## src/rtl/wim_pkg.sv

```systemverilog
package wim_pkg;
	localparam int unsigned CLK_PERIOD_NS   = 50;
	localparam int unsigned SHORT_FILTER_NS = 16000;
	localparam int unsigned LONG_FILTER_NS  = 64000;
	localparam logic [10:0] SHORT_FILTER_CYC =
		11'((SHORT_FILTER_NS + CLK_PERIOD_NS - 1) / CLK_PERIOD_NS);
	localparam logic [10:0] LONG_FILTER_CYC =
		11'((LONG_FILTER_NS + CLK_PERIOD_NS - 1) / CLK_PERIOD_NS);

	localparam logic [7:0] OFS_WAKE_EN   = 8'h00;
	localparam logic [7:0] OFS_PULL      = 8'h04;
	localparam logic [7:0] OFS_FILT      = 8'h08;
	localparam logic [7:0] OFS_EVT       = 8'h0c;
	localparam logic [7:0] OFS_ALT_EVT   = 8'h10;
	localparam logic [7:0] OFS_LEVEL     = 8'h14;

	localparam int unsigned ALT_EN_LSB  = 3;
	localparam int unsigned MEAS_EN_BIT = 7;
	localparam logic [7:0] WAKE_EN_MASK = 8'h9f;
	localparam logic [7:0] WAKE_EN_RST  = 8'h00;
	localparam logic [5:0] PULL_RST     = 6'h00;
	localparam logic [5:0] FILT_RST     = 6'h00;

	localparam logic [1:0] PULL_NONE = 2'h0;
	localparam logic [1:0] PULL_DOWN = 2'h1;
	localparam logic [1:0] PULL_UP   = 2'h2;
	localparam logic [1:0] PULL_AUTO = 2'h3;
	localparam logic [1:0] FILT_STATIC_SHORT = 2'h0;
	localparam logic [1:0] FILT_STATIC_LONG  = 2'h1;
	localparam logic [1:0] FILT_CYCLIC_ONE   = 2'h2;
	localparam logic [1:0] FILT_CYCLIC_TWO   = 2'h3;

	typedef enum logic [1:0] {
		mode_normal,
		mode_stop,
		mode_sleep,
		mode_failsafe
	} wim_mode_type;

	// returns {pull_up, pull_down}
	function automatic logic [1:0] pull_decode(input logic [1:0] sel,
		input logic level);
		logic [1:0] r;
		r = 2'h0;
		unique case (sel)
			PULL_NONE: r = 2'h0;
			PULL_DOWN: r = 2'h1;
			PULL_UP:   r = 2'h2;
			PULL_AUTO: r = level ? 2'h2 : 2'h1;
		endcase
		return r;
	endfunction
endpackage

```

## src/rtl/wim_chan_if.sv

```systemverilog
`timescale 1ns/1ps
interface wim_chan_if;
	logic level;
	logic active;
	logic long_sel;
	logic event_p;
	logic filt_level;
	modport filt (
		input  level,
		input  active,
		input  long_sel,
		output event_p,
		output filt_level
	);
	modport user (
		output level,
		output active,
		output long_sel,
		input  event_p,
		input  filt_level
	);
endinterface

```

## src/rtl/wim_sync.sv

```systemverilog
`timescale 1ns/1ps
module wim_sync #(
	parameter int unsigned WIDTH = 5
) (
	input  wire logic             sys_clk,
	input  wire logic             nrst,
	input  wire logic             ce,
	input  wire logic [WIDTH-1:0] din,
	output logic      [WIDTH-1:0] dout
);
	logic [WIDTH-1:0] meta_r;
	logic [WIDTH-1:0] meta_nxt;
	logic [WIDTH-1:0] sync_r;
	logic [WIDTH-1:0] sync_nxt;

	always_comb
	begin
		meta_nxt = din;
		sync_nxt = meta_r;
	end

	always_ff @(posedge sys_clk or negedge nrst)
	begin
		if (!nrst)
		begin
			meta_r <= '0;
			sync_r <= '0;
		end
		else if (ce)
		begin
			meta_r <= meta_nxt;
			sync_r <= sync_nxt;
		end
	end

	assign dout = sync_r;
endmodule

```

## src/rtl/wim_filter.sv

```systemverilog
`timescale 1ns/1ps
module wim_filter (
	input  wire logic  sys_clk,
	input  wire logic  nrst,
	input  wire logic  ce,
	wim_chan_if.filt   ch
);
	logic [10:0] cnt_r;
	logic [10:0] cnt_nxt;
	logic        stable_r;
	logic        stable_nxt;
	logic        primed_r;
	logic        primed_nxt;
	logic        event_r;
	logic        event_nxt;
	logic [10:0] limit;

	always_comb
	begin
		limit = ch.long_sel ? wim_pkg::LONG_FILTER_CYC
			: wim_pkg::SHORT_FILTER_CYC;
		cnt_nxt = cnt_r;
		stable_nxt = stable_r;
		primed_nxt = primed_r;
		event_nxt = 1'b0;
		if (!ch.active)
			cnt_nxt = 11'h000;
		else if (!primed_r)
		begin
			// first look after reset adopts the level, no false edge
			stable_nxt = ch.level;
			primed_nxt = 1'b1;
			cnt_nxt = 11'h000;
		end
		else if (ch.level == stable_r)
			cnt_nxt = 11'h000;
		else if (cnt_r == limit - 11'h001)
		begin
			stable_nxt = ch.level;
			event_nxt = 1'b1;
			cnt_nxt = 11'h000;
		end
		else
			cnt_nxt = cnt_r + 11'h001;
	end

	always_ff @(posedge sys_clk or negedge nrst)
	begin
		if (!nrst)
		begin
			cnt_r <= 11'h000;
			stable_r <= 1'b0;
			primed_r <= 1'b0;
			event_r <= 1'b0;
		end
		else if (ce)
		begin
			cnt_r <= cnt_nxt;
			stable_r <= stable_nxt;
			primed_r <= primed_nxt;
			event_r <= event_nxt;
		end
	end

	assign ch.event_p = event_r;
	assign ch.filt_level = stable_r;

	chk_accept_span: assert property (
		@(posedge sys_clk) disable iff (!nrst)
		$rose(event_r) |-> $past(cnt_r) == $past(limit) - 11'h001)
	else $error("edge accepted before filter time");

	chk_both_edges: assert property (
		@(posedge sys_clk) disable iff (!nrst)
		$rose(event_r) |-> stable_r != $past(stable_r))
	else $error("accepted edge did not change level");
endmodule

```

## src/rtl/wim_top.sv

```systemverilog
`timescale 1ns/1ps
module wim_top (
	input  wire logic                 sys_clk,
	input  wire logic                 nrst,
	input  wire logic                 ce,
	input  wire logic                 psel,
	input  wire logic                 penable,
	input  wire logic                 pwrite,
	input  wire logic [7:0]           paddr,
	input  wire logic [31:0]          pwdata,
	output logic      [31:0]          prdata,
	output logic                      pready,
	output logic                      pslverr,
	input  wire logic [2:0]           wake_pin_in,
	input  wire logic [1:0]           alt_wake_in,
	input  wire logic                 timer_one_on,
	input  wire logic                 timer_two_on,
	input  wire wim_pkg::wim_mode_type sbc_mode,
	input  wire logic                 sleep_cmd,
	output logic      [2:0]           pull_up_en,
	output logic      [2:0]           pull_down_en,
	output logic                      measure_switch,
	output logic                      wake_int,
	output logic                      wake_up_req,
	output logic                      serial_fail_set,
	output logic                      restart_req
);
	logic [4:0]  sync_lvl;
	logic [7:0]  wake_en_r;
	logic [7:0]  wake_en_nxt;
	logic [5:0]  pull_cfg_r;
	logic [5:0]  pull_cfg_nxt;
	logic [5:0]  filt_cfg_r;
	logic [5:0]  filt_cfg_nxt;
	logic [2:0]  evt_r;
	logic [2:0]  evt_nxt;
	logic [1:0]  alt_evt_r;
	logic [1:0]  alt_evt_nxt;
	logic [2:0]  level_r;
	logic [2:0]  level_nxt;
	logic [4:0]  win_r;
	logic [4:0]  win_nxt;
	logic [31:0] prdata_r;
	logic [31:0] prdata_nxt;
	logic        pready_r;
	logic        pready_nxt;
	logic        pslverr_r;
	logic        pslverr_nxt;
	logic [2:0]  pull_up_r;
	logic [2:0]  pull_up_nxt;
	logic [2:0]  pull_dn_r;
	logic [2:0]  pull_dn_nxt;
	logic        switch_r;
	logic        switch_nxt;
	logic        int_r;
	logic        int_nxt;
	logic        wake_r;
	logic        wake_nxt;
	logic        fail_r;
	logic        fail_nxt;
	logic        meas_en;
	logic [2:0]  gate;
	logic [4:0]  active;
	logic [4:0]  chan_evt;
	logic        setup_ph;
	logic        wr_acc;
	logic [2:0]  evt_set;
	logic [1:0]  alt_set;
	logic        awake_mode;

	wim_chan_if chan[5] ();

	wim_sync #(
		.WIDTH (5)
	) u_sync (
		.sys_clk (sys_clk),
		.nrst    (nrst),
		.ce      (ce),
		.din     ({alt_wake_in, wake_pin_in}),
		.dout    (sync_lvl)
	);

	assign meas_en = wake_en_r[wim_pkg::MEAS_EN_BIT];
	assign gate = {1'b0, meas_en, meas_en};
	assign awake_mode = (sbc_mode == wim_pkg::mode_normal)
		|| (sbc_mode == wim_pkg::mode_stop);

	// cyclic windows come from the timers; the supply they also drive is
	// software's business, so an unpowered sensor just reads its idle level
	always_comb
	begin
		active = 5'h00;
		for (int i = 0; i < 3; i++)
		begin
			unique case (filt_cfg_r[2*i +: 2])
				wim_pkg::FILT_STATIC_SHORT: active[i] = !gate[i];
				wim_pkg::FILT_STATIC_LONG:  active[i] = !gate[i];
				wim_pkg::FILT_CYCLIC_ONE:
					active[i] = !gate[i] && timer_one_on;
				wim_pkg::FILT_CYCLIC_TWO:
					active[i] = !gate[i] && timer_two_on;
			endcase
		end
		// alt channels run static whenever their enable bit is set
		active[3] = wake_en_r[wim_pkg::ALT_EN_LSB];
		active[4] = wake_en_r[wim_pkg::ALT_EN_LSB+1];
	end

	for (genvar i = 0; i < 3; i++)
	begin : g_wake
		assign chan[i].level = sync_lvl[i];
		assign chan[i].active = active[i];
		assign chan[i].long_sel =
			filt_cfg_r[2*i +: 2] == wim_pkg::FILT_STATIC_LONG;
		assign chan_evt[i] = chan[i].event_p;
		wim_filter u_filt (
			.sys_clk (sys_clk),
			.nrst    (nrst),
			.ce      (ce),
			.ch      (chan[i])
		);
	end

	for (genvar j = 0; j < 2; j++)
	begin : g_alt
		assign chan[3+j].level = sync_lvl[3+j];
		assign chan[3+j].active = active[3+j];
		assign chan[3+j].long_sel = 1'b0;
		assign chan_evt[3+j] = chan[3+j].event_p;
		wim_filter u_filt (
			.sys_clk (sys_clk),
			.nrst    (nrst),
			.ce      (ce),
			.ch      (chan[3+j])
		);
	end

	assign setup_ph = psel && !penable;
	assign wr_acc = psel && penable && pready_r && pwrite;
	assign evt_set = chan_evt[2:0] & wake_en_r[2:0] & ~gate;
	assign alt_set = chan_evt[4:3];

	// register file and bus answer; zero-wait, read data captured in setup
	always_comb
	begin
		wake_en_nxt = wake_en_r;
		pull_cfg_nxt = pull_cfg_r;
		filt_cfg_nxt = filt_cfg_r;
		prdata_nxt = prdata_r;
		pslverr_nxt = 1'b0;
		pready_nxt = setup_ph;
		if (setup_ph)
		begin
			pslverr_nxt = 1'b0;
			unique case (paddr)
				wim_pkg::OFS_WAKE_EN: prdata_nxt = {24'h0, wake_en_r};
				wim_pkg::OFS_PULL:    prdata_nxt = {26'h0, pull_cfg_r};
				wim_pkg::OFS_FILT:    prdata_nxt = {26'h0, filt_cfg_r};
				wim_pkg::OFS_EVT:     prdata_nxt = {29'h0, evt_r};
				wim_pkg::OFS_ALT_EVT: prdata_nxt = {30'h0, alt_evt_r};
				wim_pkg::OFS_LEVEL:   prdata_nxt = {29'h0, level_r};
				default:
				begin
					prdata_nxt = 32'h0;
					pslverr_nxt = 1'b1;
				end
			endcase
		end
		// pin one/two settings still take writes under measurement
		if (wr_acc)
		begin
			unique case (paddr)
				wim_pkg::OFS_WAKE_EN:
					wake_en_nxt = pwdata[7:0] & wim_pkg::WAKE_EN_MASK;
				wim_pkg::OFS_PULL: pull_cfg_nxt = pwdata[5:0];
				wim_pkg::OFS_FILT: filt_cfg_nxt = pwdata[5:0];
				default: ;
			endcase
		end
	end

	always_ff @(posedge sys_clk or negedge nrst)
	begin
		if (!nrst)
		begin
			wake_en_r <= wim_pkg::WAKE_EN_RST;
			pull_cfg_r <= wim_pkg::PULL_RST;
			filt_cfg_r <= wim_pkg::FILT_RST;
			prdata_r <= 32'h0;
			pready_r <= 1'b0;
			pslverr_r <= 1'b0;
		end
		else if (ce)
		begin
			wake_en_r <= wake_en_nxt;
			pull_cfg_r <= pull_cfg_nxt;
			filt_cfg_r <= filt_cfg_nxt;
			prdata_r <= prdata_nxt;
			pready_r <= pready_nxt;
			pslverr_r <= pslverr_nxt;
		end
	end

	// status flags, level view, pin controls and event signalling
	always_comb
	begin
		// set beats a same-cycle write-one-to-clear
		evt_nxt = evt_r | evt_set;
		alt_evt_nxt = alt_evt_r | alt_set;
		if (wr_acc && paddr == wim_pkg::OFS_EVT)
			evt_nxt = (evt_r & ~pwdata[2:0]) | evt_set;
		if (wr_acc && paddr == wim_pkg::OFS_ALT_EVT)
			alt_evt_nxt = (alt_evt_r & ~pwdata[1:0]) | alt_set;
		win_nxt = active;
		level_nxt = level_r;
		pull_up_nxt = 3'h0;
		pull_dn_nxt = 3'h0;
		for (int k = 0; k < 3; k++)
		begin
			if (awake_mode && !gate[k])
			begin
				if (!filt_cfg_r[2*k+1])
					level_nxt[k] = sync_lvl[k];
				else if (win_r[k] && !active[k])
					level_nxt[k] = sync_lvl[k];
			end
			if (!gate[k])
				{pull_up_nxt[k], pull_dn_nxt[k]} =
					wim_pkg::pull_decode(pull_cfg_r[2*k +: 2], sync_lvl[k]);
		end
		switch_nxt = meas_en && sbc_mode == wim_pkg::mode_normal;
		int_nxt = (|evt_set || |alt_set) && awake_mode;
		wake_nxt = (|evt_set || |alt_set) && !awake_mode;
		fail_nxt = sleep_cmd && meas_en && !wake_en_r[2]
			&& |wake_en_r[1:0];
	end

	always_ff @(posedge sys_clk or negedge nrst)
	begin
		if (!nrst)
		begin
			evt_r <= 3'h0;
			alt_evt_r <= 2'h0;
			level_r <= 3'h0;
			win_r <= 5'h00;
			pull_up_r <= 3'h0;
			pull_dn_r <= 3'h0;
			switch_r <= 1'b0;
			int_r <= 1'b0;
			wake_r <= 1'b0;
			fail_r <= 1'b0;
		end
		else if (ce)
		begin
			evt_r <= evt_nxt;
			alt_evt_r <= alt_evt_nxt;
			level_r <= level_nxt;
			win_r <= win_nxt;
			pull_up_r <= pull_up_nxt;
			pull_dn_r <= pull_dn_nxt;
			switch_r <= switch_nxt;
			int_r <= int_nxt;
			wake_r <= wake_nxt;
			fail_r <= fail_nxt;
		end
	end

	assign prdata = prdata_r;
	assign pready = pready_r;
	assign pslverr = pslverr_r;
	assign pull_up_en = pull_up_r;
	assign pull_down_en = pull_dn_r;
	assign measure_switch = switch_r;
	assign wake_int = int_r;
	assign wake_up_req = wake_r;
	assign serial_fail_set = fail_r;
	assign restart_req = fail_r;

	chk_switch_open_lowpwr: assert property (
		@(posedge sys_clk) disable iff (!nrst)
		ce && sbc_mode != wim_pkg::mode_normal |=> !measure_switch)
	else $error("measure switch closed outside normal mode");

	chk_switch_closed: assert property (
		@(posedge sys_clk) disable iff (!nrst)
		ce && meas_en && sbc_mode == wim_pkg::mode_normal |=> measure_switch)
	else $error("measure switch not closed");

	chk_meas_pulls_off: assert property (
		@(posedge sys_clk) disable iff (!nrst)
		ce && meas_en
		|=> pull_up_en[1:0] == 2'h0 && pull_down_en[1:0] == 2'h0)
	else $error("pin one/two pull active under measurement");

	chk_auto_pull_high: assert property (
		@(posedge sys_clk) disable iff (!nrst)
		ce && pull_cfg_r[5:4] == wim_pkg::PULL_AUTO && sync_lvl[2]
		|=> pull_up_en[2] && !pull_down_en[2])
	else $error("auto pull did not follow high level");

	chk_flag_sticky: assert property (
		@(posedge sys_clk) disable iff (!nrst)
		ce && !(wr_acc && paddr == wim_pkg::OFS_EVT)
		|=> (evt_r & $past(evt_r)) == $past(evt_r))
	else $error("wake flag lost without clear");

	chk_flag_enabled: assert property (
		@(posedge sys_clk) disable iff (!nrst)
		$rose(evt_r[0]) |-> $past(wake_en_r[0]) && $past(chan_evt[0])
			&& !$past(meas_en))
	else $error("flag set without enabled edge");

	chk_int_mode: assert property (
		@(posedge sys_clk) disable iff (!nrst)
		$rose(wake_int) |-> $past(awake_mode) && !wake_up_req)
	else $error("interrupt raised in a low-power mode");

	chk_sleep_fail: assert property (
		@(posedge sys_clk) disable iff (!nrst)
		ce && sleep_cmd && meas_en && !wake_en_r[2] && wake_en_r[1:0] != 2'h0
		|=> serial_fail_set && restart_req)
	else $error("sleep with gated sources not refused");

	chk_gate_status: assert property (
		@(posedge sys_clk) disable iff (!nrst)
		ce && meas_en && !(wr_acc && paddr == wim_pkg::OFS_EVT)
		|=> evt_r[1:0] == $past(evt_r[1:0])
			&& level_r[1:0] == $past(level_r[1:0]))
	else $error("pin one/two status moved under measurement");
endmodule

```

## config.mk

```make
export PLATFORM = sky130hd
export DESIGN_NAME = wim_top
export DESIGN_NICKNAME = d
export VERILOG_FILES = /design/src/rtl/wim_pkg.sv /design/src/rtl/wim_chan_if.sv /design/src/rtl/wim_sync.sv /design/src/rtl/wim_filter.sv /design/src/rtl/wim_top.sv
export SDC_FILE = /design/constraint.sdc
export NUM_CORES = 1
export LEC_CHECK = 0
export BUFFER_PORTS_ARGS = -buffer_cell sky130_fd_sc_hd__buf_2
export CAP_MARGIN = 20
export CORE_ASPECT_RATIO = 1.1
export CORE_MARGIN = 1.5
export CORE_UTILIZATION = 57
export CTS_BUF_LIST = sky130_fd_sc_hd__clkbuf_4 sky130_fd_sc_hd__clkbuf_8 sky130_fd_sc_hd__clkbuf_16
export CTS_CLUSTER_SIZE = 40
export DETAILED_ROUTE_END_ITERATION = 6
export HOLD_SLACK_MARGIN = 0.08
export PLACE_DENSITY_LB_ADDON = 0.25
export SYNTH_ARGS = -nofsm -noshare
export SYNTH_HDL_FRONTEND = slang
export SYNTH_SLANG_ARGS = --single-unit
```

## constraint.sdc

```tcl
create_clock -name sys_clk -period 2.5 [get_ports sys_clk]
set_clock_uncertainty 0.1 [all_clocks]
set_input_delay 0.125 -clock sys_clk [delete_from_list [all_inputs] [get_ports sys_clk]]
set_output_delay 0.125 -clock sys_clk [all_outputs]
set_load 0.01 [all_outputs]
```

### Word-level counts from Yosys, hierarchy flattened

Index checks and enable logic that the tools add are counted.

| word-level totals | value |
|---|---|
| bits of input ports | 56 |
| bits in registers | 153 |
| output and inout port bits | 45 |
| logic and storage cells | 247 |

| operators by class | value |
|---|---|
| $add $sub $neg | 8 |
| equal/unequal tests | 47 |
| bitwise gates (word level) | 11 |
| reduce and logical (&&, ||, !) cells | 59 |
| multiplexer cells | 82 |

Operators by type and width:

| operator | number |
|---|---|
| two-way mux 11 bit | 23 |
| adder 11 x 1 -> 11 bit, second input constant | 5 |
| case mux 8 bit (6 select lines) | 1 |
| two-way mux 1 bit | 47 |
| == test 11 bit | 3 |
| subtractor 11 x 1 -> 11 bit, second input constant | 3 |
| == test 2 bit, second input constant | 12 |
| case mux 2 bit (4 select lines) | 3 |
| == test 11 x 9 -> 1 bit, second input constant | 2 |
| inequality test 2 bit, second input constant | 10 |
| AND reduction 4 bit | 5 |
| logical AND 1 bit | 18 |
| AND reduction 3 bit | 6 |
| == test 8 x 4 -> 1 bit, second input constant | 2 |
| == test 8 x 5 -> 1 bit, second input constant | 2 |
| == test 2 x 1 -> 1 bit, second input constant | 7 |
| logical NOT 2 bit | 7 |
| AND reduction 2 bit | 6 |
| OR reduction 2 bit | 5 |
| AND 3 bit | 3 |
| case mux 1 bit (3 select lines) | 3 |
| == test 8 x 3 -> 1 bit, second input constant | 1 |
| logical NOT 8 bit | 1 |
| two-way mux 2 bit | 4 |
| other kinds (13) | 28 |

### Logic depth before layout (Yosys ltp)

| depth | value |
|---|---|
| depth after elaboration | 8 |
| mapped depth | 7 |
| gate-level depth less buffers | 6 |

### Cells and area by module

From an unflattened synthesis, not the netlist that was laid out.

| unflattened totals | value |
|---|---|
| cells, all modules | 646 |
| area total of the unflattened synthesis | 6658.9 sq um |

By module, submodules not included:

| module | instances | cells an instance | area an instance (sq um) | seq. area each (sq um) |
|---|---|---|---|---|
| wim_filter (g_alt[0].u_filt ...) | 4 | 78 | 743.2 | 350.3 |
| wim_top | 1 | 233 | 2536.2 | 1201.2 |
| wim_filter (g_wake[1].u_filt) | 1 | 80 | 738.2 | 350.3 |
| wim_sync | 1 | 21 | 411.6 | 250.2 |

### Worst setup path after synthesis

No wires, ideal clock.

| timing | value |
|---|---|
| path type | register to register |
| start point | register filt_cfg_r[5] |
| end point | register g_wake[2].u_filt.stable_r |
| required time | 2275 ps |
| arrival | 1920 ps |
| cell stages (with the launch flop) | 8 |
| clock period less this slack | 2145 ps |
| path buffers | 2 |
| path slack | 355 ps |
| library setup time | 125 ps |
| cells stage by stage | dfrtp_1 > buf_2 > nor4bb_1 > a21oi_1 > or4_1 > buf_2 > a21oi_1 > mux2_2 |

| on the way | value |
|---|---|
| word-level cells in the longest chain between the ends | 6 |
| elaborated cells between the ends (all ways) | 11 |
| classes of those cells | 1 x add/sub; 5 x eq/ne; 2 x mux; 3 x reduce/logical |

Ends and longest elaborated chain:

| element | line | source |
|---|---|---|
| from (decl) | wim_top.sv:33 | `logic [5:0] filt_cfg_r;` |
| from (signal assigned) | wim_top.sv:188 | `filt_cfg_r <= wim_pkg::FILT_RST;` |
| from (signal assigned) | wim_top.sv:197 | `filt_cfg_r <= filt_cfg_nxt;` |
| == test 2 x 1 -> 1 bit | wim_top.sv:95, wim_top.sv:114 |  |
| two-way mux 11 bit | wim_filter.sv:20 | `limit = ch.long_sel ? wim_pkg::LONG_FILTER_CYC` |
| subtractor 11 x 1 -> 11 bit | wim_filter.sv:37 | `else if (cnt_r == limit - 11'h001)` |
| == test 11 bit | wim_filter.sv:37 |  |
| inequality test 2 bit (no source line) | n/a |  |
| AND reduction 4 bit (no source line) (*) | n/a |  |
| to (signal assigned) | wim_filter.sv:59 | `stable_r <= stable_nxt;` |
| to (decl) | wim_filter.sv:10 | `logic stable_r;` |

Every way passes the cells marked *; elsewhere a longest branch is shown, timed or not.
A chain may end at the register's enable or synchronous reset.

### Worst setup path in the final report

| timing | value |
|---|---|
| start point | register g_alt[1].u_filt.cnt_r[0] |
| end point | register g_alt[1].u_filt.cnt_r[4] |

| on the way | value |
|---|---|
| word-level cells in the longest chain between the ends | 5 |
| elaborated cells between the ends (all ways) | 6 |
| classes of those cells | 1 x add/sub; 1 x eq/ne; 4 x mux |

Ends and longest elaborated chain:

| element | line | source |
|---|---|---|
| from (decl) | wim_filter.sv:8 | `logic [10:0] cnt_r;` |
| from (signal assigned) | wim_filter.sv:58 | `cnt_r <= cnt_nxt;` |
| adder 11 x 1 -> 11 bit or == test 11 x 9 -> 1 bit (tied branches) | wim_filter.sv:44, wim_filter.sv:37 |  |
| two-way mux 11 bit (*) | wim_filter.sv:37 |  |
| two-way mux 11 bit (*) | wim_filter.sv:35 | `else if (ch.level == stable_r)` |
| two-way mux 11 bit (*) | wim_filter.sv:28 | `else if (!primed_r)` |
| two-way mux 11 bit (*) | wim_filter.sv:26 | `if (!ch.active)` |

Marks and branches as above.

==> results.json <==
{
  "endpoint": "g_alt[1].u_filt.cnt_r[4]",
  "grt.total_usage": 0.273,
  "postSynth.asyncResetShare": 1.00,
  "pin_count": 101,
  "grt_pass1_vias": 5444,
  "vdd_ir_drop_max_mv": 0.505,
  "insertion_delay_ps": 420,
  "hp-class": "primary input to flop",
  "clockBufferDepth": 2,
  "crit_path_max_fanout": 12,
  "hold_viol_final": 0,
  "syn_area_per_cell_um2": 10.1,
  "final_nets": 790,
  "diodes": 0,
  "place_congestion": 0.855,
  "rows": 40,
  "die_w_um": 105,
  "ys_ff_latch": 128,
  "path_class": "flop to flop",
  "synth_area_leaders": "dfrtp_1 (49%), mux2_2 (6.8%), nand2_1 (3.5%)",
  "drc": 0,
  "via_per_inst": 6.10,
  "route.vias.total": 5420,
  "reg2reg_from": "g_alt[1].u_filt.cnt_r[0]",
  "synth_edf_count": 0,
  "drive_gt1_frac": 0.197,
  "critPathLaunch": "g_alt[1].u_filt.cnt_r[0]",
  "numClockSinks": 128,
  "die_y_um": 116,
  "cts_tree": "done",
  "clkSlewWorstSetupHoldPaths_ps": 60,
  "mostFrequentLayoutCell": "dfrtp_1",
  "p_leak_nw": 3.52,
  "relSlewSlack": 0.547,
  "cts_setup_buffers": 0,
  "grt_max_degree": 60,
  "hpwl_mm": 10.1,
  "layout_common_cells": "dfrtp_1 (128), nand2_1 (62), buf_2 (49)",
  "syn_area_mm2": 0.00658,
  "worst_hold_slack_ps": 105,
  "dieArea_mm2": 0.0122,
  "root_buffer": "clkbuf_16",
  "ys_types": 65,
  "reg2reg_to": "g_alt[1].u_filt.cnt_r[4]",
  "layout_min_cycle_time_ps": 2290,
  "setup.worst_path.start_class": "flop",
  "reg2reg_slack_ps": 210,
  "end_kind": "flop",
  "routed_wl_mm": 15.8,
  "status": "completed",
  "tns_ps": 0,
  "synth_flop_cell": "dfrtp_1",
  "drt_iter0_markers": 375,
  "crit_arrival_ps": 2500,
  "initial_core_util": 0.595,
  "syn_inst": 650,
  "yosysSeqAreaShare": 0.487,
  "fmax_ghz": 0.436,
  "synth_top_area_cell": "dfrtp_1",
  "area_delta_synth_final_pct": 18.5,
  "first_pass_iters": 5,
  "grt_pass1_wl_mm": 26.2,
  "power.total_w": 0.00509,
  "drt.antenna.violating_nets": 0,
  "p_per_area_mw_per_mm2": 654,
  "drv_cap": 0,
  "coreArea_mm2": 0.0111,
  "post-route-period-util": 0.916,
  "reg2regPathDepth": 6,
  "grt_antenna_before_repair": 0,
  "grt_overflow_total": 0,
  "cts_max_level": 4,
  "portBuffers": 50,
  "numCtsBuffers": 17,
  "drv_slew": 0,
  "ys_warn_count": 0,
  "required_ps": 2710,
  "rsz0062_at_grt": "false",
  "tightest_slew_ps": 678,
  "wire_per_inst_um": 17.7,
  "yosys.area.top_type_share": 0.487,
  "finalSetupViolCount": 0
}
timing repair:
| action | in CTS | in global routing |
|---|---|---|
| endpoints found under the hold margin | 83 | 0 |
| gates resized for setup | 0 | 1 |
| hold buffers | 23 | 0 |
| endpoints found under the setup margin | 0 | 3 |
cell type report:
type	instances	area [um^2]
multi-input combinational	471	3070
tap	147	184
inverter	24	90.1
fill	829	3270
clock inverter	14	188
timing repair buffer	87	613
sequential	128	3200
clock buffer	18	439
through the flow:
| stage | std cells | setup slack, ps | instance area (um^2) | util |
|---|---|---|---|---|
| after floorplan | 674 | 355 | 6670 | - |
| after global placement | 834 | 282 | 6930 | 0.627 |
| after detailed placement | 834 | 187 | 6930 | 0.627 |
| after CTS | 889 | 115 | 7790 | 0.704 |
| after global routing | 889 | 106 | 7790 | 0.704 |
| final | 889 | 209 | 7790 | 0.704 |
cells by family (layout without fill, tap and decap cells):
| kind of cell | count (synthesis) | in the layout | share of synthesized area |
|---|---|---|---|
| AOI/OAI and AO/OA | 150 | 150 | 0.159 |
| buffers and inverters | 75 | 143 | 0.0597 |
| and+or+nand+nor | 229 | 229 | 0.185 |
| adders and majority gates | 5 | 5 | 0.00951 |
| DFF | 128 | 128 | 0.487 |
| xor gates and xnor gates | 10 | 10 | 0.0133 |
| other | 1 | 25 | 0.000570 |
| muxes | 52 | 52 | 0.0867 |
flip-flops by register name, summed over array words and instances (netlist names), 5 cells and up:
name	count
g_wake.u_filt.cnt_r	33
pull_cfg_r	6
prdata	7
wake_en_r	6
filt_cfg_r	6
u_sync.dout	5
g_alt.u_filt.cnt_r	22
u_sync.meta_r	5
routing by layer:
| metal | routed length, um | up-vias | GRT usage | share of wire |
|---|---|---|---|---|
| met1 | 6810 | 2673 | 0.344 | 0.43 |
| met4 | 375 | 0 | 0.122 | 0.024 |
| met2 | 7680 | 209 | 0.460 | 0.49 |
| met3 | 899 | 38 | 0.0546 | 0.057 |
| met5 | 0 | - | 0 | 0 |
| li1 | - | 2500 | - | - |
report_power, final:
group	total (W)	switching (W)	internal [W]
Sequential	0.00217	0.0000480	0.00212
Combinational	0.000302	0.000183	0.000119
Clock	0.00263	0.000933	0.00169
Total	0.00509	0.00116	0.00393
synthesized netlist by cell type, types with 3 or more instances:
| cell | instances |
|---|---|
| a211o_1 | 4 |
| a21o_1 | 3 |
| a21oi_1 | 20 |
| a221o_1 | 4 |
| a22o_1 | 10 |
| a22oi_1 | 4 |
| a31oi_1 | 13 |
| a32o_1 | 3 |
| and2_1 | 7 |
| and3_1 | 12 |
| buf_2 | 5 |
| buf_4 | 26 |
| clkbuf_1 | 17 |
| dfrtp_1 | 128 |
| ha_1 | 5 |
| inv_1 | 23 |
| mux2_2 | 40 |
| mux2i_1 | 12 |
| nand2_1 | 62 |
| nand2b_1 | 13 |
| nand3_1 | 34 |
| nand4_1 | 16 |
| nor2_1 | 23 |
| nor2b_1 | 14 |
| nor3_1 | 16 |
| o2111ai_1 | 3 |
| o211ai_1 | 4 |
| o21ai_0 | 41 |
| o2bb2ai_1 | 11 |
| o31ai_1 | 10 |
| or3_1 | 7 |
| or4_1 | 4 |
| xnor2_1 | 5 |
| xor2_1 | 5 |
worst min path at each step:
stage / startpoint / to / depth (start not counted)
floorplan: nrst / alt_evt_r[0] / 0
global placement: nrst / g_wake[0].u_filt.cnt_r[5] / 1
detailed placement: nrst / g_wake[0].u_filt.cnt_r[4] / 1
CTS: psel / alt_evt_r[0] / 5
global route: psel / alt_evt_r[0] / 5
finish: psel / alt_evt_r[0] / 5
worst max-delay path, stage by stage, from the launching register on:
cell and delay [ps]:
dfrtp_1 400, ha_1 230, nand3_1 220, or4_1 640, nor2b_2 270, a21oi_1 150, o21ba_2 160
Power figures use the tool's default switching activity.
